File: src/rtl/khcp_defs.vh
`ifndef KHCP_DEFS_VH
`define KHCP_DEFS_VH

// Bus addressing
`define KHCP_SLAVE_ADDR     7'h51
`define KHCP_DIR_READ       1'b1
`define KHCP_BITS_PER_BYTE  4'h8

// Opcodes
`define KHCP_OP_READ_CAUSE  8'hD0
`define KHCP_OP_PIN_EVT_EN  8'hD1
`define KHCP_OP_READ_STAT   8'hE0
`define KHCP_OP_READ_FAULT  8'hF0

// Cause code fields
`define KHCP_CAUSE_ERR      3
`define KHCP_CAUSE_PIN1     2
`define KHCP_CAUSE_PIN0     1
`define KHCP_CAUSE_KEY      0
`define KHCP_CAUSE_USED     8'h0F

// Fault code fields
`define KHCP_FLT_QUEUE_OVF  6
`define KHCP_FLT_LOST_REQ   4
`define KHCP_FLT_MULTI_KEY  2
`define KHCP_FLT_BAD_OP     1
`define KHCP_FLT_OVERRUN    0
`define KHCP_FLT_USED       8'h57

// Outcome codes
`define KHCP_STAT_RESET     8'h00
`define KHCP_STAT_PIN_WAKE  8'h02
`define KHCP_STAT_OK        8'h06
`define KHCP_STAT_FAIL      8'h15

`define KHCP_ZERO8          8'h00
`define KHCP_EN_RESET       2'h0

`endif

File: src/rtl/khcp_sync.v
`timescale 1ns/10ps
module khcp_sync
#(
   parameter WIDTH = 1
)
(
   input  wire             core_clk_i,
   input  wire             reset_n_i,
   input  wire [WIDTH-1:0] async_i,
   output wire [WIDTH-1:0] sync_o
);

   reg [WIDTH-1:0] meta_r;
   reg [WIDTH-1:0] stable_r;

   // Pins idle high on an open-drain bus
   always @(posedge core_clk_i or negedge reset_n_i)
   begin
      if (!reset_n_i)
      begin
         meta_r   <= {WIDTH{1'b1}};
         stable_r <= {WIDTH{1'b1}};
      end
      else
      begin
         meta_r   <= async_i;
         stable_r <= meta_r;
      end
   end

   assign sync_o = stable_r;

endmodule // khcp_sync

File: src/rtl/khcp_bus_cond.v
`timescale 1ns/10ps
module khcp_bus_cond
(
   input  wire core_clk_i,
   input  wire reset_n_i,
   input  wire scl_s_i,
   input  wire sda_s_i,
   output wire scl_rise_o,
   output wire scl_fall_o,
   output wire start_o,
   output wire stop_o
);

   reg scl_d_r;
   reg sda_d_r;

   always @(posedge core_clk_i or negedge reset_n_i)
   begin
      if (!reset_n_i)
      begin
         scl_d_r <= 1'b1;
         sda_d_r <= 1'b1;
      end
      else
      begin
         scl_d_r <= scl_s_i;
         sda_d_r <= sda_s_i;
      end
   end

   assign scl_rise_o = scl_s_i & ~scl_d_r;
   assign scl_fall_o = ~scl_s_i & scl_d_r;
   // Data changing while the clock is high marks a frame boundary
   assign start_o    = scl_s_i & scl_d_r & sda_d_r & ~sda_s_i;
   assign stop_o     = scl_s_i & scl_d_r & ~sda_d_r & sda_s_i;

endmodule // khcp_bus_cond

File: src/rtl/khcp_cmd_port.v
`timescale 1ns/10ps
`include "khcp_defs.vh"
module khcp_cmd_port
(
   input  wire       core_clk_i,
   input  wire       reset_n_i,
   input  wire       scl_i,
   output wire       scl_o,
   output wire       scl_oe_o,
   input  wire       sda_i,
   output wire       sda_o,
   output wire       sda_oe_o,
   output wire       attn_n_o,
   input  wire       aux_pin_zero_i,
   input  wire       aux_pin_one_i,
   input  wire       key_event_i,
   input  wire       queue_full_i,
   input  wire       multi_key_i,
   input  wire       lost_request_i,
   input  wire       busy_i,
   input  wire       halt_req_i,
   output wire [1:0] pin_event_enable_o,
   output wire       asleep_o
);

   //------------------------------------------------------------
   // Pin sampling
   //------------------------------------------------------------
   wire [3:0] sync_w;
   wire       scl_s;
   wire       sda_s;
   wire       pin0_s;
   wire       pin1_s;
   wire       scl_rise;
   wire       scl_fall;
   wire       start_det;
   wire       stop_det;

   khcp_sync #(.WIDTH(4)) u_sync
   (
      .core_clk_i (core_clk_i),
      .reset_n_i  (reset_n_i),
      .async_i    ({aux_pin_one_i, aux_pin_zero_i, sda_i, scl_i}),
      .sync_o     (sync_w)
   );

   assign scl_s  = sync_w[0];
   assign sda_s  = sync_w[1];
   assign pin0_s = sync_w[2];
   assign pin1_s = sync_w[3];

   khcp_bus_cond u_cond
   (
      .core_clk_i (core_clk_i),
      .reset_n_i  (reset_n_i),
      .scl_s_i    (scl_s),
      .sda_s_i    (sda_s),
      .scl_rise_o (scl_rise),
      .scl_fall_o (scl_fall),
      .start_o    (start_det),
      .stop_o     (stop_det)
   );

   //------------------------------------------------------------
   // Bus state machine
   //------------------------------------------------------------
   localparam ST_IDLE   = 3'd0;
   localparam ST_ADDR   = 3'd1;
   localparam ST_ACK    = 3'd2;
   localparam ST_RX     = 3'd3;
   localparam ST_TX     = 3'd4;
   localparam ST_TX_ACK = 3'd5;

   reg [2:0] state_r,     state_nxt;
   reg [3:0] cnt_r,       cnt_nxt;
   reg [7:0] shift_r,     shift_nxt;
   reg [7:0] tx_r,        tx_nxt;
   reg       dir_r,       dir_nxt;
   reg       first_r,     first_nxt;
   reg       data_cnt_r,  data_cnt_nxt;
   reg [7:0] cmd_r,       cmd_nxt;
   reg       sleep_r,     sleep_nxt;
   reg       nack_once_r, nack_once_nxt;
   reg       sda_oe_r;
   reg       scl_oe_r,    scl_oe_nxt;
   reg [1:0] en_r,        en_nxt;
   reg [7:0] cause_r,     cause_nxt;
   reg [7:0] fault_r,     fault_nxt;
   reg [7:0] stat_r,      stat_nxt;
   reg       pin0_d_r;
   reg       pin1_d_r;

   reg       rd_cause;
   reg       rd_fault;
   reg [7:0] read_val;
   reg [7:0] cause_set;
   reg [7:0] fault_set;
   reg       pin0_edge;
   reg       pin1_edge;
   reg       sda_drive;

   always @*
   begin
      case (cmd_r)
         `KHCP_OP_READ_CAUSE: read_val = cause_r;
         `KHCP_OP_READ_STAT:  read_val = stat_r;
         `KHCP_OP_READ_FAULT: read_val = fault_r;
         default:             read_val = `KHCP_ZERO8;
      endcase
   end

   always @*
   begin
      state_nxt     = state_r;
      cnt_nxt       = cnt_r;
      shift_nxt     = shift_r;
      tx_nxt        = tx_r;
      dir_nxt       = dir_r;
      first_nxt     = first_r;
      data_cnt_nxt  = data_cnt_r;
      cmd_nxt       = cmd_r;
      sleep_nxt     = sleep_r;
      nack_once_nxt = nack_once_r;
      en_nxt        = en_r;
      stat_nxt      = stat_r;
      rd_cause      = 1'b0;
      rd_fault      = 1'b0;
      cause_set     = `KHCP_ZERO8;
      fault_set     = `KHCP_ZERO8;

      // Pin edges, one enabled pin reports on both bits
      pin0_edge = en_r[0] & (pin0_s ^ pin0_d_r);
      pin1_edge = en_r[1] & (pin1_s ^ pin1_d_r);
      if (pin0_edge | pin1_edge)
      begin
         if (en_r == 2'b11)
         begin
            cause_set[`KHCP_CAUSE_PIN0] = pin0_edge;
            cause_set[`KHCP_CAUSE_PIN1] = pin1_edge;
         end
         else
         begin
            cause_set[`KHCP_CAUSE_PIN0] = 1'b1;
            cause_set[`KHCP_CAUSE_PIN1] = 1'b1;
         end
         if (sleep_r)
         begin
            sleep_nxt = 1'b0;
            stat_nxt  = `KHCP_STAT_PIN_WAKE;
         end
      end
      cause_set[`KHCP_CAUSE_KEY] = key_event_i;
      fault_set[`KHCP_FLT_QUEUE_OVF] = key_event_i & queue_full_i;
      fault_set[`KHCP_FLT_LOST_REQ]  = lost_request_i;
      fault_set[`KHCP_FLT_MULTI_KEY] = multi_key_i;

      // Wake on any bus activity and refuse the next address
      if (sleep_r & (start_det | scl_fall))
      begin
         sleep_nxt     = 1'b0;
         nack_once_nxt = 1'b1;
      end
      else if (halt_req_i & ~sleep_r & (state_r == ST_IDLE))
         sleep_nxt = 1'b1;

      if (start_det)
      begin
         state_nxt = ST_ADDR;
         cnt_nxt   = 4'd0;
      end
      else if (stop_det)
         state_nxt = ST_IDLE;
      else
      begin
         case (state_r)
            ST_IDLE:
            begin
               state_nxt = ST_IDLE;
            end
            ST_ADDR:
            begin
               if (scl_rise)
               begin
                  shift_nxt = {shift_r[6:0], sda_s};
                  cnt_nxt   = cnt_r + 4'd1;
               end
               else if (scl_fall & (cnt_r == `KHCP_BITS_PER_BYTE))
               begin
                  if ((shift_r[7:1] == `KHCP_SLAVE_ADDR) & ~nack_once_r & ~sleep_r)
                  begin
                     state_nxt = ST_ACK;
                     dir_nxt   = shift_r[0];
                     if (shift_r[0] != `KHCP_DIR_READ)
                     begin
                        first_nxt    = 1'b1;
                        data_cnt_nxt = 1'b0;
                     end
                  end
                  else
                  begin
                     state_nxt     = ST_IDLE;
                     nack_once_nxt = 1'b0;
                  end
               end
            end
            ST_ACK:
            begin
               if (scl_fall)
               begin
                  cnt_nxt = 4'd0;
                  if (dir_r == `KHCP_DIR_READ)
                  begin
                     state_nxt = ST_TX;
                     tx_nxt    = read_val;
                  end
                  else
                     state_nxt = ST_RX;
               end
            end
            ST_RX:
            begin
               if (scl_rise)
               begin
                  shift_nxt = {shift_r[6:0], sda_s};
                  cnt_nxt   = cnt_r + 4'd1;
               end
               else if (scl_fall & (cnt_r == `KHCP_BITS_PER_BYTE))
               begin
                  state_nxt = ST_ACK;
                  first_nxt = 1'b0;
                  if (first_r)
                  begin
                     cmd_nxt = shift_r;
                     case (shift_r)
                        // Reading the outcome must not overwrite it
                        `KHCP_OP_READ_STAT:
                           stat_nxt = stat_r;
                        `KHCP_OP_READ_CAUSE, `KHCP_OP_READ_FAULT, `KHCP_OP_PIN_EVT_EN:
                           stat_nxt = `KHCP_STAT_OK;
                        default:
                        begin
                           fault_set[`KHCP_FLT_BAD_OP] = 1'b1;
                           stat_nxt = `KHCP_STAT_FAIL;
                        end
                     endcase
                  end
                  else if ((cmd_r == `KHCP_OP_PIN_EVT_EN) & ~data_cnt_r)
                  begin
                     en_nxt       = shift_r[1:0];
                     data_cnt_nxt = 1'b1;
                  end
                  else
                  begin
                     fault_set[`KHCP_FLT_OVERRUN] = 1'b1;
                     stat_nxt = `KHCP_STAT_FAIL;
                  end
               end
            end
            ST_TX:
            begin
               if (scl_rise)
                  cnt_nxt = cnt_r + 4'd1;
               else if (scl_fall)
               begin
                  if (cnt_r == `KHCP_BITS_PER_BYTE)
                  begin
                     state_nxt = ST_TX_ACK;
                     rd_cause  = (cmd_r == `KHCP_OP_READ_CAUSE);
                     rd_fault  = (cmd_r == `KHCP_OP_READ_FAULT);
                  end
                  else
                     tx_nxt = {tx_r[6:0], 1'b0};
               end
            end
            ST_TX_ACK:
            begin
               // Host acknowledge: keep off the line, resend on the next fall
               if (scl_rise & sda_s)
                  state_nxt = ST_IDLE;
               else if (scl_fall)
               begin
                  state_nxt = ST_TX;
                  cnt_nxt   = 4'd0;
                  tx_nxt    = read_val;
               end
            end
            default:
               state_nxt = ST_IDLE;
         endcase
      end

      // Stretch the clock low while the core is busy
      if (scl_fall & busy_i & (state_r != ST_IDLE))
         scl_oe_nxt = 1'b1;
      else if (~busy_i)
         scl_oe_nxt = 1'b0;
      else
         scl_oe_nxt = scl_oe_r;

      // Set wins over the clearing read
      fault_nxt = ((rd_fault ? `KHCP_ZERO8 : fault_r) | fault_set) & `KHCP_FLT_USED;
      cause_nxt = (rd_cause ? `KHCP_ZERO8 : cause_r) | cause_set;
      if (rd_fault & (fault_set == `KHCP_ZERO8))
         cause_nxt[`KHCP_CAUSE_ERR] = 1'b0;
      if (fault_set != `KHCP_ZERO8)
         cause_nxt[`KHCP_CAUSE_ERR] = 1'b1;
      cause_nxt = cause_nxt & `KHCP_CAUSE_USED;

      sda_drive = (state_nxt == ST_ACK) | ((state_nxt == ST_TX) & ~tx_nxt[7]);
   end

   //------------------------------------------------------------
   // Registers
   //------------------------------------------------------------
   always @(posedge core_clk_i or negedge reset_n_i)
   begin
      if (!reset_n_i)
      begin
         state_r     <= ST_IDLE;
         cnt_r       <= 4'd0;
         shift_r     <= `KHCP_ZERO8;
         tx_r        <= `KHCP_ZERO8;
         dir_r       <= 1'b0;
         first_r     <= 1'b0;
         data_cnt_r  <= 1'b0;
         cmd_r       <= `KHCP_ZERO8;
         sleep_r     <= 1'b0;
         nack_once_r <= 1'b0;
         sda_oe_r    <= 1'b0;
         scl_oe_r    <= 1'b0;
         en_r        <= `KHCP_EN_RESET;
         cause_r     <= `KHCP_ZERO8;
         fault_r     <= `KHCP_ZERO8;
         stat_r      <= `KHCP_STAT_RESET;
         pin0_d_r    <= 1'b1;
         pin1_d_r    <= 1'b1;
      end
      else
      begin
         state_r     <= state_nxt;
         cnt_r       <= cnt_nxt;
         shift_r     <= shift_nxt;
         tx_r        <= tx_nxt;
         dir_r       <= dir_nxt;
         first_r     <= first_nxt;
         data_cnt_r  <= data_cnt_nxt;
         cmd_r       <= cmd_nxt;
         sleep_r     <= sleep_nxt;
         nack_once_r <= nack_once_nxt;
         sda_oe_r    <= sda_drive;
         scl_oe_r    <= scl_oe_nxt;
         en_r        <= en_nxt;
         cause_r     <= cause_nxt;
         fault_r     <= fault_nxt;
         stat_r      <= stat_nxt;
         pin0_d_r    <= pin0_s;
         pin1_d_r    <= pin1_s;
      end
   end

   assign scl_o              = 1'b0;
   assign sda_o              = 1'b0;
   assign scl_oe_o           = scl_oe_r;
   assign sda_oe_o           = sda_oe_r;
   assign attn_n_o           = ~(|cause_r);
   assign pin_event_enable_o = en_r;
   assign asleep_o           = sleep_r;

endmodule // khcp_cmd_port

File: config.mk
export PLATFORM = sky130hd
export DESIGN_NAME = khcp_cmd_port
export DESIGN_NICKNAME = d
export VERILOG_FILES = /design/src/rtl/khcp_sync.v /design/src/rtl/khcp_bus_cond.v /design/src/rtl/khcp_cmd_port.v
export VERILOG_INCLUDE_DIRS = /design/src /design/src/rtl
export SDC_FILE = /design/constraint.sdc
export NUM_CORES = 1
export LEC_CHECK = 0
export BUFFER_PORTS_ARGS = -buffer_cell sky130_fd_sc_hd__buf_2
export CAP_MARGIN = 20
export CORE_ASPECT_RATIO = 1.2
export CORE_UTILIZATION = 40
export CTS_CLUSTER_DIAMETER = 40
export DETAILED_ROUTE_END_ITERATION = 10
export MAX_ROUTING_LAYER = met4
export SYNTH_ARGS = -nofsm -noshare
export SYNTH_HDL_FRONTEND = slang
export SYNTH_SLANG_ARGS = --single-unit
File: constraint.sdc
create_clock -name core_clk_i -period 1.9 [get_ports core_clk_i]
set_clock_uncertainty 0.05 [all_clocks]
set_input_delay 0 -clock core_clk_i [delete_from_list [all_inputs] [get_ports core_clk_i]]
set_output_delay 0 -clock core_clk_i [all_outputs]
set_load 0.05 [all_outputs]
# Word-level counts from Yosys, hierarchy flattened
# Cells that the tools add are included.
[totals]
register_bits = 69
latchBits = 0
ramBits = 0
rom_bits = 0
input_bits = 12
memories = 0
[classes]
n_addsub = 1
multipliers = 0
n_div = 0
order_cmp = 0
eq_ne = 38
n_shift = 0
mux = 97
bitwise_logic = 42
n_reduce_logical = 21
[op_table]
columns = ["cell", "n"]
rows = [
  ["8-bit two-way mux", 18],
  ["8-bit == test, second input constant", 8],
  ["8-bit case mux with 3 select lines", 2],
  ["1-bit two-way mux", 44],
  ["3-bit two-way mux", 13],
  ["2-bit inequality test, second input constant", 16],
  ["4-bit two-way mux", 6],
  ["1-bit bitwise AND", 22],
  ["2-bit two-way mux", 8],
  ["8-bit case mux with 2 select lines", 1],
  ["3-bit case mux with 5 select lines", 1],
  ["1-bit inverter", 13],
  ["4-bit case mux with 3 select lines", 1],
  ["6-bit AND reduction", 2],
  ["11-bit AND reduction", 1],
  ["10-bit AND reduction", 1],
  ["3-bit by 2-bit == test with 1-bit output, second input constant", 3],
  ["3-bit == test, second input constant", 3],
  ["9-bit AND reduction", 1],
  ["3-bit nonzero test", 3],
  ["4-bit AND reduction", 2],
  ["4-bit OR reduction", 2],
  ["7-bit == test, second input constant", 1],
  ["7-bit two-way mux", 1],
  ["other kinds (21)", 26],
]

# Longest topological paths before layout
# Gate-level depths: netlist of run 1.
[depth]
depth_word = 13
mapped_depth = 8

# Cells and area by module
# From an unflattened synthesis of run 1, not the netlist that was laid out.
[unflattened]
hier_cells = 313
area_unflattened_um2 = 3379.5
[modules_own_cells]
columns = ["module", "n_inst", "cells_per_inst", "area_per_inst_um2"]
rows = [
  ["khcp_cmd_port", 1, 299, 3084.2],
  ["khcp_sync", 1, 8, 210.2],
  ["khcp_bus_cond", 1, 6, 85.1],
]

# Worst setup path after synthesis of run 1
# Ideal clock, no wire load.
[synth_timing]
path_kind = "reg-to-output"
start = "register cause_r[0]"
end = "output port attn_n_o"
t_arrival_ps = 1936
required_ps = 1850
path_slack_ps = -86
path_stages_with_launch = 2
path_buffers = 0
cell_sequence = "dfrtp_1 -> nor4_1"
[synth_via]
elab_chain_len = 2
[synth_lines]
columns = ["element", "line_no", "rtl"]
rows = [
  ["start: declaration", "khcp_cmd_port.v:87", "reg [7:0] cause_r, cause_nxt;"],
  ["start signal: assignment", "khcp_cmd_port.v:332", "cause_r <= `KHCP_ZERO8;"],
  ["start signal: assignment", "khcp_cmd_port.v:353", "cause_r <= cause_nxt;"],
  ["4-bit OR reduction", "khcp_cmd_port.v:365", "assign attn_n_o = ~(|cause_r);"],
  ["1-bit inverter", "khcp_cmd_port.v:365", ""],
  ["end: declaration", "khcp_cmd_port.v:13", "output wire attn_n_o,"],
]
# No other way between the ends.

# Worst setup path after layout of run 1
[layout_timing]
start = "register state_r[1]"
end = "register cnt_r[0]"
[layout_via]
elab_chain_len = 5
word_cells_on_any_way = 13
cone_classes = "eq/ne (7); mux (3); reduce/logical (3)"
[layout_lines]
columns = ["element", "line_no", "rtl"]
rows = [
  ["start: declaration", "khcp_cmd_port.v:74", "reg [2:0] state_r, state_nxt;"],
  ["start signal: assignment", "khcp_cmd_port.v:340", "state_r <= state_nxt;"],
  ["3-bit == test (tied with other cells)", "khcp_cmd_port.v:175", "case (state_r)"],
  ["3-bit OR reduction (no line)", "-", ""],
  ["4-bit case mux with 3 select lines", "khcp_cmd_port.v:175", ""],
  ["4-bit two-way mux", "khcp_cmd_port.v:171", "else if (stop_det)"],
  ["4-bit two-way mux", "khcp_cmd_port.v:166", "if (start_det)"],
  ["end signal: assignment", "khcp_cmd_port.v:341", "cnt_r <= cnt_nxt;"],
  ["end: declaration", "khcp_cmd_port.v:75", "reg [3:0] cnt_r, cnt_nxt;"],
]
# Several ways; a longest one is shown, not always the timed one. The select of a mux whose other input is x is not followed.
# A chain may end at the register's enable or synchronous reset.

==> results.toml, run 1 <==
[power]
power.switching_mw = 1.16
power_frac_comb_pct = 22.1
p_int_mw = 2.64
sw_frac_of_total_pct = 30.5
ir_worst_vdd_uv = 614
p_clk_share_pct = 31.6
power.density_nw_per_um2 = 883
leakage_nw = 1.98
seq_power_share_pct = 46.2

[clocking]
clk_pin_slew_ps = 80
htreeDepth = 3
cts_made_buffers = 9
cts_tree = "yes"
clockBufferDepth = 2
clock-root-buffer = "clkbuf_8"
clk_latency_ps = 350
clock_sinks = 69

[final_layout]
area_delta_synth_final_pct = 29.5
final_layout_size_suffix_gt1_share_pct = 33.6
fin_cells = 488
nNetsFinal = 402
antennaDiodeCount = 0
fin_util_pct = 53.1
final_area_um2 = 4300

[critical_path]
max_stage_delay_ps = 450
path_cells = "buf_6 > nor3b_4 > o22ai_1 > a22o_2 > nor3_4 > mux2_4"
cp-end-kind = "register"
worst_path_dominant_cell_family = "flip-flops"
rrSetupSlack_ps = -6
cp_slowest_cell = "dfrtp_2"
critPathMaxFanout = 6
timing.rr.end = "cnt_r[0]"
crit_arrival_ps = 2090
path_class = "register to register"
startpoint_type = "register"
cp.buffers_inverters = 1
reg2reg_from = "state_r[1]"
reg2reg_depth = 6
required_ps = 2090

[route]
vias_per_cell = 5.46
drt-total-wl_um = 7910
drc = 0
drtIter0Drc = 176
dr.pass1.iters = 4
via_count = 2663
postRouteAntennaNets = 0
wl_per_cell_um = 16.2

[placement]
gp_congestion = 0.881
hpwlAfterDp_um = 5560
io_buffers = 17
dp_cells = 457
place_area_um2 = 3830

[sta]
max_freq_ghz = 0.525
drv_slew = 0
whs_ps = 125
setup_viol = 1
final_hold_viol_count = 0
rsz0062_at_grt = "true"
fin_ws_ps = -5.72
min_period_over_period_pct = 100
period_minus_slack_ps = 1910

[run_status]
failed_checks = "negative setup slack"
status = "complete, but fails checks"

[global_route]
antenna_found_initial = 0
grt_use_total_pct = 20.2
grt_pass1_wl_um = 13100
grt_pass1_vias = 2636
grt_max_degree = 70
grt.overflow.total = 0

[die]
ios = 20
fp.dieW_um = 85.2
core_area_um2 = 8110
rows = 36
start_util_pct = 41.0
dieArea_um2 = 8680
die_y_um = 102

[logic_synthesis]
ys_async_sr_fraction_pct = 100
synth_area_um2 = 3320
ys_types = 63
syn_area_per_cell_um2 = 10.7
ys_ff_latch = 69
seq_area_frac_synth_pct = 52.4
synthCells = 310
synth_ff_type = "dfrtp_1"
synth_edf_count = 0
yosys_warnings = 0

[job]
drv_cap = 0

[min_path]
min_path_type = "primary input to async pin"
[worst register-to-register path, stage by stage, from the launching register on]
cell     delay [ps]
dfrtp_2         450
buf_6           150
nor3b_4         240
o22ai_1         120
a22o_2          320
nor3_4          160
mux2_4          320
[state kept, by name (all words and copies together), names as in the netlist]
register	count
first_r	1
state_r	3
sda_oe_o	1
pin0_d_r	1
data_cnt_r	1
u_sync.sync_o	4
fault_r	5
pin1_d_r	1
tx_r	8
stat_r	8
cnt_r	4
cause_r	4
u_cond.sda_d_r	1
shift_r	8
dir_r	1
asleep_o	1
cmd_r	8
nack_once_r	1
u_cond.scl_d_r	1
scl_oe_o	1
pin_event_enable_o	2
u_sync.meta_r	4
[synthesized netlist by cell type, drive strengths merged, types with 2 or more instances]
master	count	area share (%)
a211oi	3	0.68
a21o	8	1.8
a21oi	11	1.7
a221o	3	0.90
a221oi	2	0.72
a22o	3	0.79
a22oi	7	1.6
a31oi	2	0.38
and2	5	0.94
and2b	2	0.45
and3	4	0.75
and3b	2	0.53
and4b	2	0.60
buf	11	1.9
clkbuf	2	0.23
dfrtp	57	43
dfstp	12	9.5
ha	2	0.75
inv	9	1.0
mux2	14	4.7
mux2i	3	0.90
nand2	42	4.7
nand2b	5	0.94
nand3	6	0.90
nand3b	4	0.90
nand4	3	0.56
nand4b	2	0.53
nand4bb	5	1.7
nor2	17	1.9
nor2b	6	1.1
nor3	6	1.2
nor3b	2	0.79
o211ai	3	0.68
o21a	2	0.45
o21ai	12	1.8
o221ai	3	0.79
o22ai	3	0.56
o2bb2ai	2	0.53
o41ai	2	0.53
or3	5	1.1
xor2	2	0.53
[cell type report]
class | instances | area, um^2
clock buffers | 9 | 124
clock inverters | 7 | 73.8
fillers | 729 | 3800
inverters | 9 | 33.8
multi-input cells | 220 | 1610
flip-flops and latches | 69 | 1740
well taps | 95 | 119
repair buffers | 79 | 598
[metrics by stage]
stage | setup TNS (ps) | total power, mW | setup WS [ps]
2_1_floorplan | 0 | 2.15 | 11.2
3_3_place_gp | -81.5 | 2.48 | -30.6
3_5_place_dp | -228 | 2.50 | -61.7
4_1_cts | -18.0 | 3.77 | -18.0
5_1_grt | -329 | 4.01 | -67.1
6_report | -5.72 | 3.80 | -5.72
[power groups by stage]
stage	clock network (mW)	registers (mW)	logic, mW
2_1_floorplan	0	1.78	0.371
3_3_place_gp	0	1.78	0.702
3_5_place_dp	0	1.79	0.715
4_1_cts	1.24	1.75	0.777
5_1_grt	1.31	1.77	0.923
6_report	1.20	1.76	0.841
[placed cells by master, fill, tap and decap left out, drive strengths merged, types with 3 or more instances in the layout]
cell / count
clkbuf: 9
a211oi: 3
o211ai: 3
dlygate4sd3: 11
a221o: 3
nand3: 6
nand2b: 5
or3: 5
and2: 5
nand4bb: 5
nand4: 3
and3: 4
nand3b: 4
inv: 10
nand2: 42
nor2b: 6
a21o: 8
dfrtp: 57
mux2i: 3
a22o: 3
mux2: 14
o22ai: 3
a22oi: 7
a21oi: 11
buf: 68
o221ai: 3
clkinv: 4
o21ai: 12
nor3: 6
nor2: 17
dfstp: 12
[layer usage]
layer,GRT usage [%],vias up,routed length (um)
met5,-,-,0
met2,31.5,49,3840
met4,9.65,0,211
met3,2.91,19,182
li1,-,1287,-
met1,26.1,1308,3670
[cells by family after synthesis]
kind of cell             synth area share [%]
AO/OA/AOI/OAI                            16.5
XOR/XNOR                                0.527
adder cells (fa/ha/maj)                 0.753
buffers and inverters                    3.13
flip-flops                               52.4
multiplexers                             5.65
other                                   0.113
AND/OR/NAND/NOR                          20.9
[worst max-delay path by stage]
stage	from	to	depth (start not counted)
CTS	cnt_r[1]	sda_oe_o	7
global route	state_r[1]	cnt_r[0]	6
detailed placement	cnt_r[1]	sda_oe_o	7
finish	state_r[1]	cnt_r[0]	6
global placement	cnt_r[1]	pin_event_enable_o[1]	6
floorplan	cnt_r[0]	stat_r[0]	8
[what timing repair did]
| item | in CTS | in global routing |
|---|---|---|
| gates cloned | 0 | 0 |
| pin swaps | 3 | 5 |
| endpoints found under the hold margin | 80 | 0 |
| setup buffers | 2 | 2 |
| setup endpoints to repair | 6 | 23 |
| gates resized for setup | 8 | 20 |
| hold buffers | 11 | 0 |
Power figures use the tool's default switching activity.
==> inputs of run 2 (changes only) <==
--- a/config.mk
+++ b/config.mk
@@ -8,11 +8,14 @@
 export LEC_CHECK = 0
 export BUFFER_PORTS_ARGS = -buffer_cell sky130_fd_sc_hd__buf_2
 export CAP_MARGIN = 20
+export CELL_PAD_IN_SITES_DETAIL_PLACEMENT = 1
+export CELL_PAD_IN_SITES_GLOBAL_PLACEMENT = 2
 export CORE_ASPECT_RATIO = 1.2
-export CORE_UTILIZATION = 40
+export CORE_UTILIZATION = 36
 export CTS_CLUSTER_DIAMETER = 40
 export DETAILED_ROUTE_END_ITERATION = 10
 export MAX_ROUTING_LAYER = met4
+export PLACE_DENSITY_LB_ADDON = 0.1
 export SYNTH_ARGS = -nofsm -noshare
 export SYNTH_HDL_FRONTEND = slang
 export SYNTH_SLANG_ARGS = --single-unit
==> results.toml, run 2 (synthesis gave the netlist of run 1 again) <==
[run_status]
status = "complete, but fails checks"
failed_checks = "negative setup slack"

[global_route]
grt_pass1_vias = 2857
grt_pass1_wl_um = 15200
grt.overflow.total = 0
grt_max_degree = 32
antenna_found_initial = 0
grt_use_total_pct = 21.3

[final_layout]
area_delta_synth_final_pct = 37.8
layout_commonest_cell = "buf_4"
layout_common_cells = "buf_4, dfrtp_1, nand2_1, buf_2, nor2_1"
final_layout_size_suffix_gt1_share_pct = 39.5
antennaDiodeCount = 0
fin_util_pct = 50.9
nNetsFinal = 419

[critical_path]
cp-end-kind = "register"
startpoint_type = "register"
critPathMaxFanout = 3
reg2reg_from = "cmd_r[3]"
rrSetupSlack_ps = -50
crit_arrival_ps = 2140
path_class = "register to register"
crit_path_start = "cmd_r[3]"
required_ps = 2100

[clocking]
clk_pin_slew_ps = 80
clk_latency_ps = 360
htreeDepth = 3
clock_sinks = 69
cts_tree = "yes"
clockBufferDepth = 2
clock-root-buffer = "clkbuf_8"
cts_made_buffers = 9

[power]
power.density_nw_per_um2 = 886
power.switching_mw = 1.19
leakage_nw = 2.08
p_int_mw = 2.87
power_frac_comb_pct = 23.4
sw_frac_of_total_pct = 29.3
ir_worst_vdd_uv = 643
seq_power_share_pct = 43.0
p_clk_share_pct = 33.6

[sta]
fin_setup_tns_ps = -96.9
final_hold_viol_count = 0
max_freq_ghz = 0.513
fin_ws_ps = -48.0
drv_slew = 0
period_minus_slack_ps = 1950
rsz0062_at_grt = "true"
setup_viol = 3
min_period_over_period_pct = 103

[route]
drt-total-wl_um = 9190
postRouteAntennaNets = 0
drc = 0
via_count = 2755
vias_per_cell = 5.20
drtIter0Drc = 161
wl_per_cell_um = 17.3
dr.pass1.iters = 4

[die]
fp.dieW_um = 89.7
dieArea_um2 = 9620
ios = 20
rows = 38
core_area_um2 = 8990
die_y_um = 107
start_util_pct = 37.0

[placement]
io_buffers = 17
gp_congestion = 0.834
hpwlAfterDp_um = 6720
dp_slack_ps = -34.2

[min_path]
min_path_type = "primary input to async pin"

[job]
drv_cap = 0
==> run 2: area by class of cell <==
| class | instances | area, um^2 |
|---|---|---|
| fill | 983 | 4410 |
| sequential | 69 | 1750 |
| multi-input combinational | 220 | 1690 |
| timing repair buffer | 96 | 738 |
| tap | 120 | 150 |
| clock buffer | 10 | 138 |
| clock inverter | 6 | 86.3 |
| inverter | 9 | 33.8 |
==> run 2: worst paths after layout <==
path                                    endpoint  depth (start not counted)
min in group core_clk_i         u_sync.meta_r[1]                          2
min reg2reg                     u_sync.sync_o[3]                          0
max reg2reg                pin_event_enable_o[0]                          4
min                                      tx_r[7]                          2
max                        pin_event_enable_o[0]                          4
max in group asynchronous               pin0_d_r                          3
==> run 2: per-layer routing <==
| layer | vias up | global-route usage, % | wire length [um] |
|---|---|---|---|
| met2 | 22 | 34.3 | 4650 |
| met1 | 1396 | 26.0 | 4110 |
| met3 | 17 | 3.67 | 150 |
| met5 | - | - | 0 |
| met4 | 0 | 10.8 | 276 |
| li1 | 1320 | - | - |
==> run 2: timing repair <==
action	4_1_cts	5_1_grt
resized for setup	13	30
hold buffers	11	0
setup buffers	1	10
hold endpoints to repair	73	0
endpoints found under the setup margin	7	27
pin swaps	2	17
==> run 2: through the flow <==
step           hold WS, ps  std cells  power [mW]  instance area, um^2
6_report              57.8        530        4.06                 4580
5_1_grt                103        530        4.25                 4580
4_1_cts               70.5        520        4.00                 4360
3_5_place_dp         -89.2        492        2.58                 3950
3_3_place_gp         -88.8        492        2.56                 3950
2_1_floorplan         -346        311        2.15                 3330
==> run 2: worst max-delay path: stages (launching register included) <==
cell	delay, ps
dfrtp_1	400
nand4bb_4	240
or3_4	420
or3_4	410
mux2_4	320
==> run 2: power groups by stage <==
stage / combinational [mW] / clock [mW] / sequential (mW)
floorplan: 0.371 / 0 / 1.78
global placement: 0.802 / 0 / 1.76
detailed placement: 0.815 / 0 / 1.77
CTS: 0.861 / 1.39 / 1.74
global route: 1.04 / 1.44 / 1.76
finish: 0.949 / 1.36 / 1.74
==> inputs of run 3 (changes only) <==
--- a/config.mk
+++ b/config.mk
@@ -13,6 +13,7 @@
 export CORE_ASPECT_RATIO = 1.2
 export CORE_UTILIZATION = 36
 export CTS_CLUSTER_DIAMETER = 40
+export CTS_CLUSTER_SIZE = 28
 export DETAILED_ROUTE_END_ITERATION = 10
 export MAX_ROUTING_LAYER = met4
 export PLACE_DENSITY_LB_ADDON = 0.1
==> constraint.sdc (replaced) <==
create_clock -name core_clk_i -period 1.9 [get_ports core_clk_i]
set_clock_uncertainty 0.05 [all_clocks]
set_input_delay 0 -clock core_clk_i [delete_from_list [all_inputs] [get_ports core_clk_i]]
set_output_delay 0 -clock core_clk_i [all_outputs]
set_load 0.02 [all_outputs]
==> results.toml, run 3 (synthesis gave the netlist of run 1 again) <==
[clocking]
cts_tree = "yes"
clk_latency_ps = 360
clockBufferDepth = 2
cts_made_buffers = 9
htreeDepth = 3
clk_pin_slew_ps = 80
clock_sinks = 69
clock-root-buffer = "clkbuf_8"

[sta]
setup_viol = 1
final_hold_viol_count = 0
drv_slew = 0
rsz0062_at_grt = "true"
min_period_over_period_pct = 100
fin_setup_tns_ps = -6.51
fin_ws_ps = -6.51
period_minus_slack_ps = 1910
max_freq_ghz = 0.525

[critical_path]
reg2reg_from = "u_cond.scl_d_r"
timing.rr.end = "sda_oe_o"
cp-end-kind = "register"
crit_arrival_ps = 2160
startpoint_type = "register"
required_ps = 2150
reg2reg_depth = 5
critPathMaxFanout = 8
path_class = "register to register"
rrSetupSlack_ps = -7

[route]
wl_per_cell_um = 17.5
drt-total-wl_um = 9260
via_count = 2751
drtIter0Drc = 133
dr.pass1.iters = 4
drc = 0
postRouteAntennaNets = 0
vias_per_cell = 5.21

[final_layout]
fin_util_pct = 50.0
antennaDiodeCount = 0
nNetsFinal = 417
fin_cells = 528
layout_common_cells = "buf_4, dfrtp_1, nand2_1, buf_2, nor2_1"
area_delta_synth_final_pct = 35.2
layout_commonest_cell = "buf_4"
final_layout_size_suffix_gt1_share_pct = 36.8

[die]
rows = 38
start_util_pct = 37.0
fp.dieW_um = 89.7
core_area_um2 = 8990
ios = 20
die_y_um = 107
dieArea_um2 = 9620

[power]
power.density_nw_per_um2 = 922
sw_frac_of_total_pct = 28.4
p_clk_share_pct = 35.7
power.switching_mw = 1.18
ir_worst_vdd_uv = 560
leakage_nw = 2.06
seq_power_share_pct = 42.2
power_frac_comb_pct = 22.1
p_int_mw = 2.97
p_total_mw = 4.14

[placement]
hpwlAfterDp_um = 6490
io_buffers = 17
dp_cells = 493
gp_congestion = 0.834

[run_status]
failed_checks = "negative setup slack"
status = "complete, but fails checks"

[job]
drv_cap = 0

[global_route]
grt_use_total_pct = 21.3
grt_max_degree = 70
antenna_found_initial = 0
grt_pass1_vias = 2989
grt.overflow.total = 0
grt_pass1_wl_um = 15200

[min_path]
min_path_type = "primary input to async pin"
-- run 3: cell types whose count changed in the layout (fill, tap and decap cells not counted), moves of 2 or more --
cell       delta
o21ai_0       +2
a211oi_2      -2
a211oi_1      +2
nand4bb_4     -2
nand4bb_1     +2
o21ai_2       -2
-- run 3: how the worst max path moves through the flow --
stage / start / end / slack [ps] / cells after the start
5_1_grt: state_r[0] / cnt_r[0] / -80 / 5
3_3_place_gp: u_cond.scl_d_r / sda_oe_o / -50 / 5
3_5_place_dp: u_cond.scl_d_r / sda_oe_o / -80 / 5
6_report: u_cond.scl_d_r / sda_oe_o / -7 / 5
2_1_floorplan: cnt_r[0] / stat_r[0] / 10 / 8
4_1_cts: u_cond.scl_d_r / sda_oe_o / -20 / 5
-- run 3: area by class of cell --
class / count / area [um^2]
multi-input cells: 220 / 1620
well taps: 120 / 150
clock buffers: 10 / 128
flip-flops and latches: 69 / 1740
clock inverters: 6 / 111
inverters: 9 / 33.8
fillers: 994 / 4490
repair buffers: 94 / 707
-- run 3: metrics by stage --
| stage | instance area (um^2) | worst slack [ps] | hold slack (ps) |
|---|---|---|---|
| detailed placement | 3940 | -75.7 | 5.43 |
| floorplan | 3330 | 11.2 | -346 |
| CTS | 4380 | -16.9 | 141 |
| finish | 4490 | -6.51 | 125 |
| global placement | 3940 | -45.3 | 4.49 |
| global route | 4490 | -80.4 | 197 |
-- run 3: critical path: stages, from the launching register on --
cell	delay [ps]
dfstp_2	600
and2b_2	230
nand3_2	100
or3_4	370
a221oi_4	330
o21ba_1	160
-- run 3: what timing repair did --
item | in CTS | in global routing
resized for setup | 12 | 20
pin swaps | 6 | 7
endpoints found under the setup margin | 11 | 25
buffers inserted | 5 | 3
endpoints found under the hold margin | 80 | 0
hold buffers | 11 | 0
-- run 3: power by group through the flow --
stage	Clock, mW	Combinational (mW)	Sequential [mW]
after detailed placement	0	0.785	1.77
final	1.48	0.915	1.75
after CTS	1.53	0.877	1.75
after floorplan	0	0.366	1.76
after global routing	1.56	1.01	1.77
after global placement	0	0.768	1.76
-- run 3: metal layers --
metal  vias to the layer above  track usage [%]  wire length, um  part of all wire [%]
met5                         -                -                0                     0
met4                         0             10.7              240                   2.6
met3                        20             2.61              149                   1.6
met2                        22             36.4             4740                    51
met1                      1397             24.8             4120                    45
li1                       1312                -                -                     -
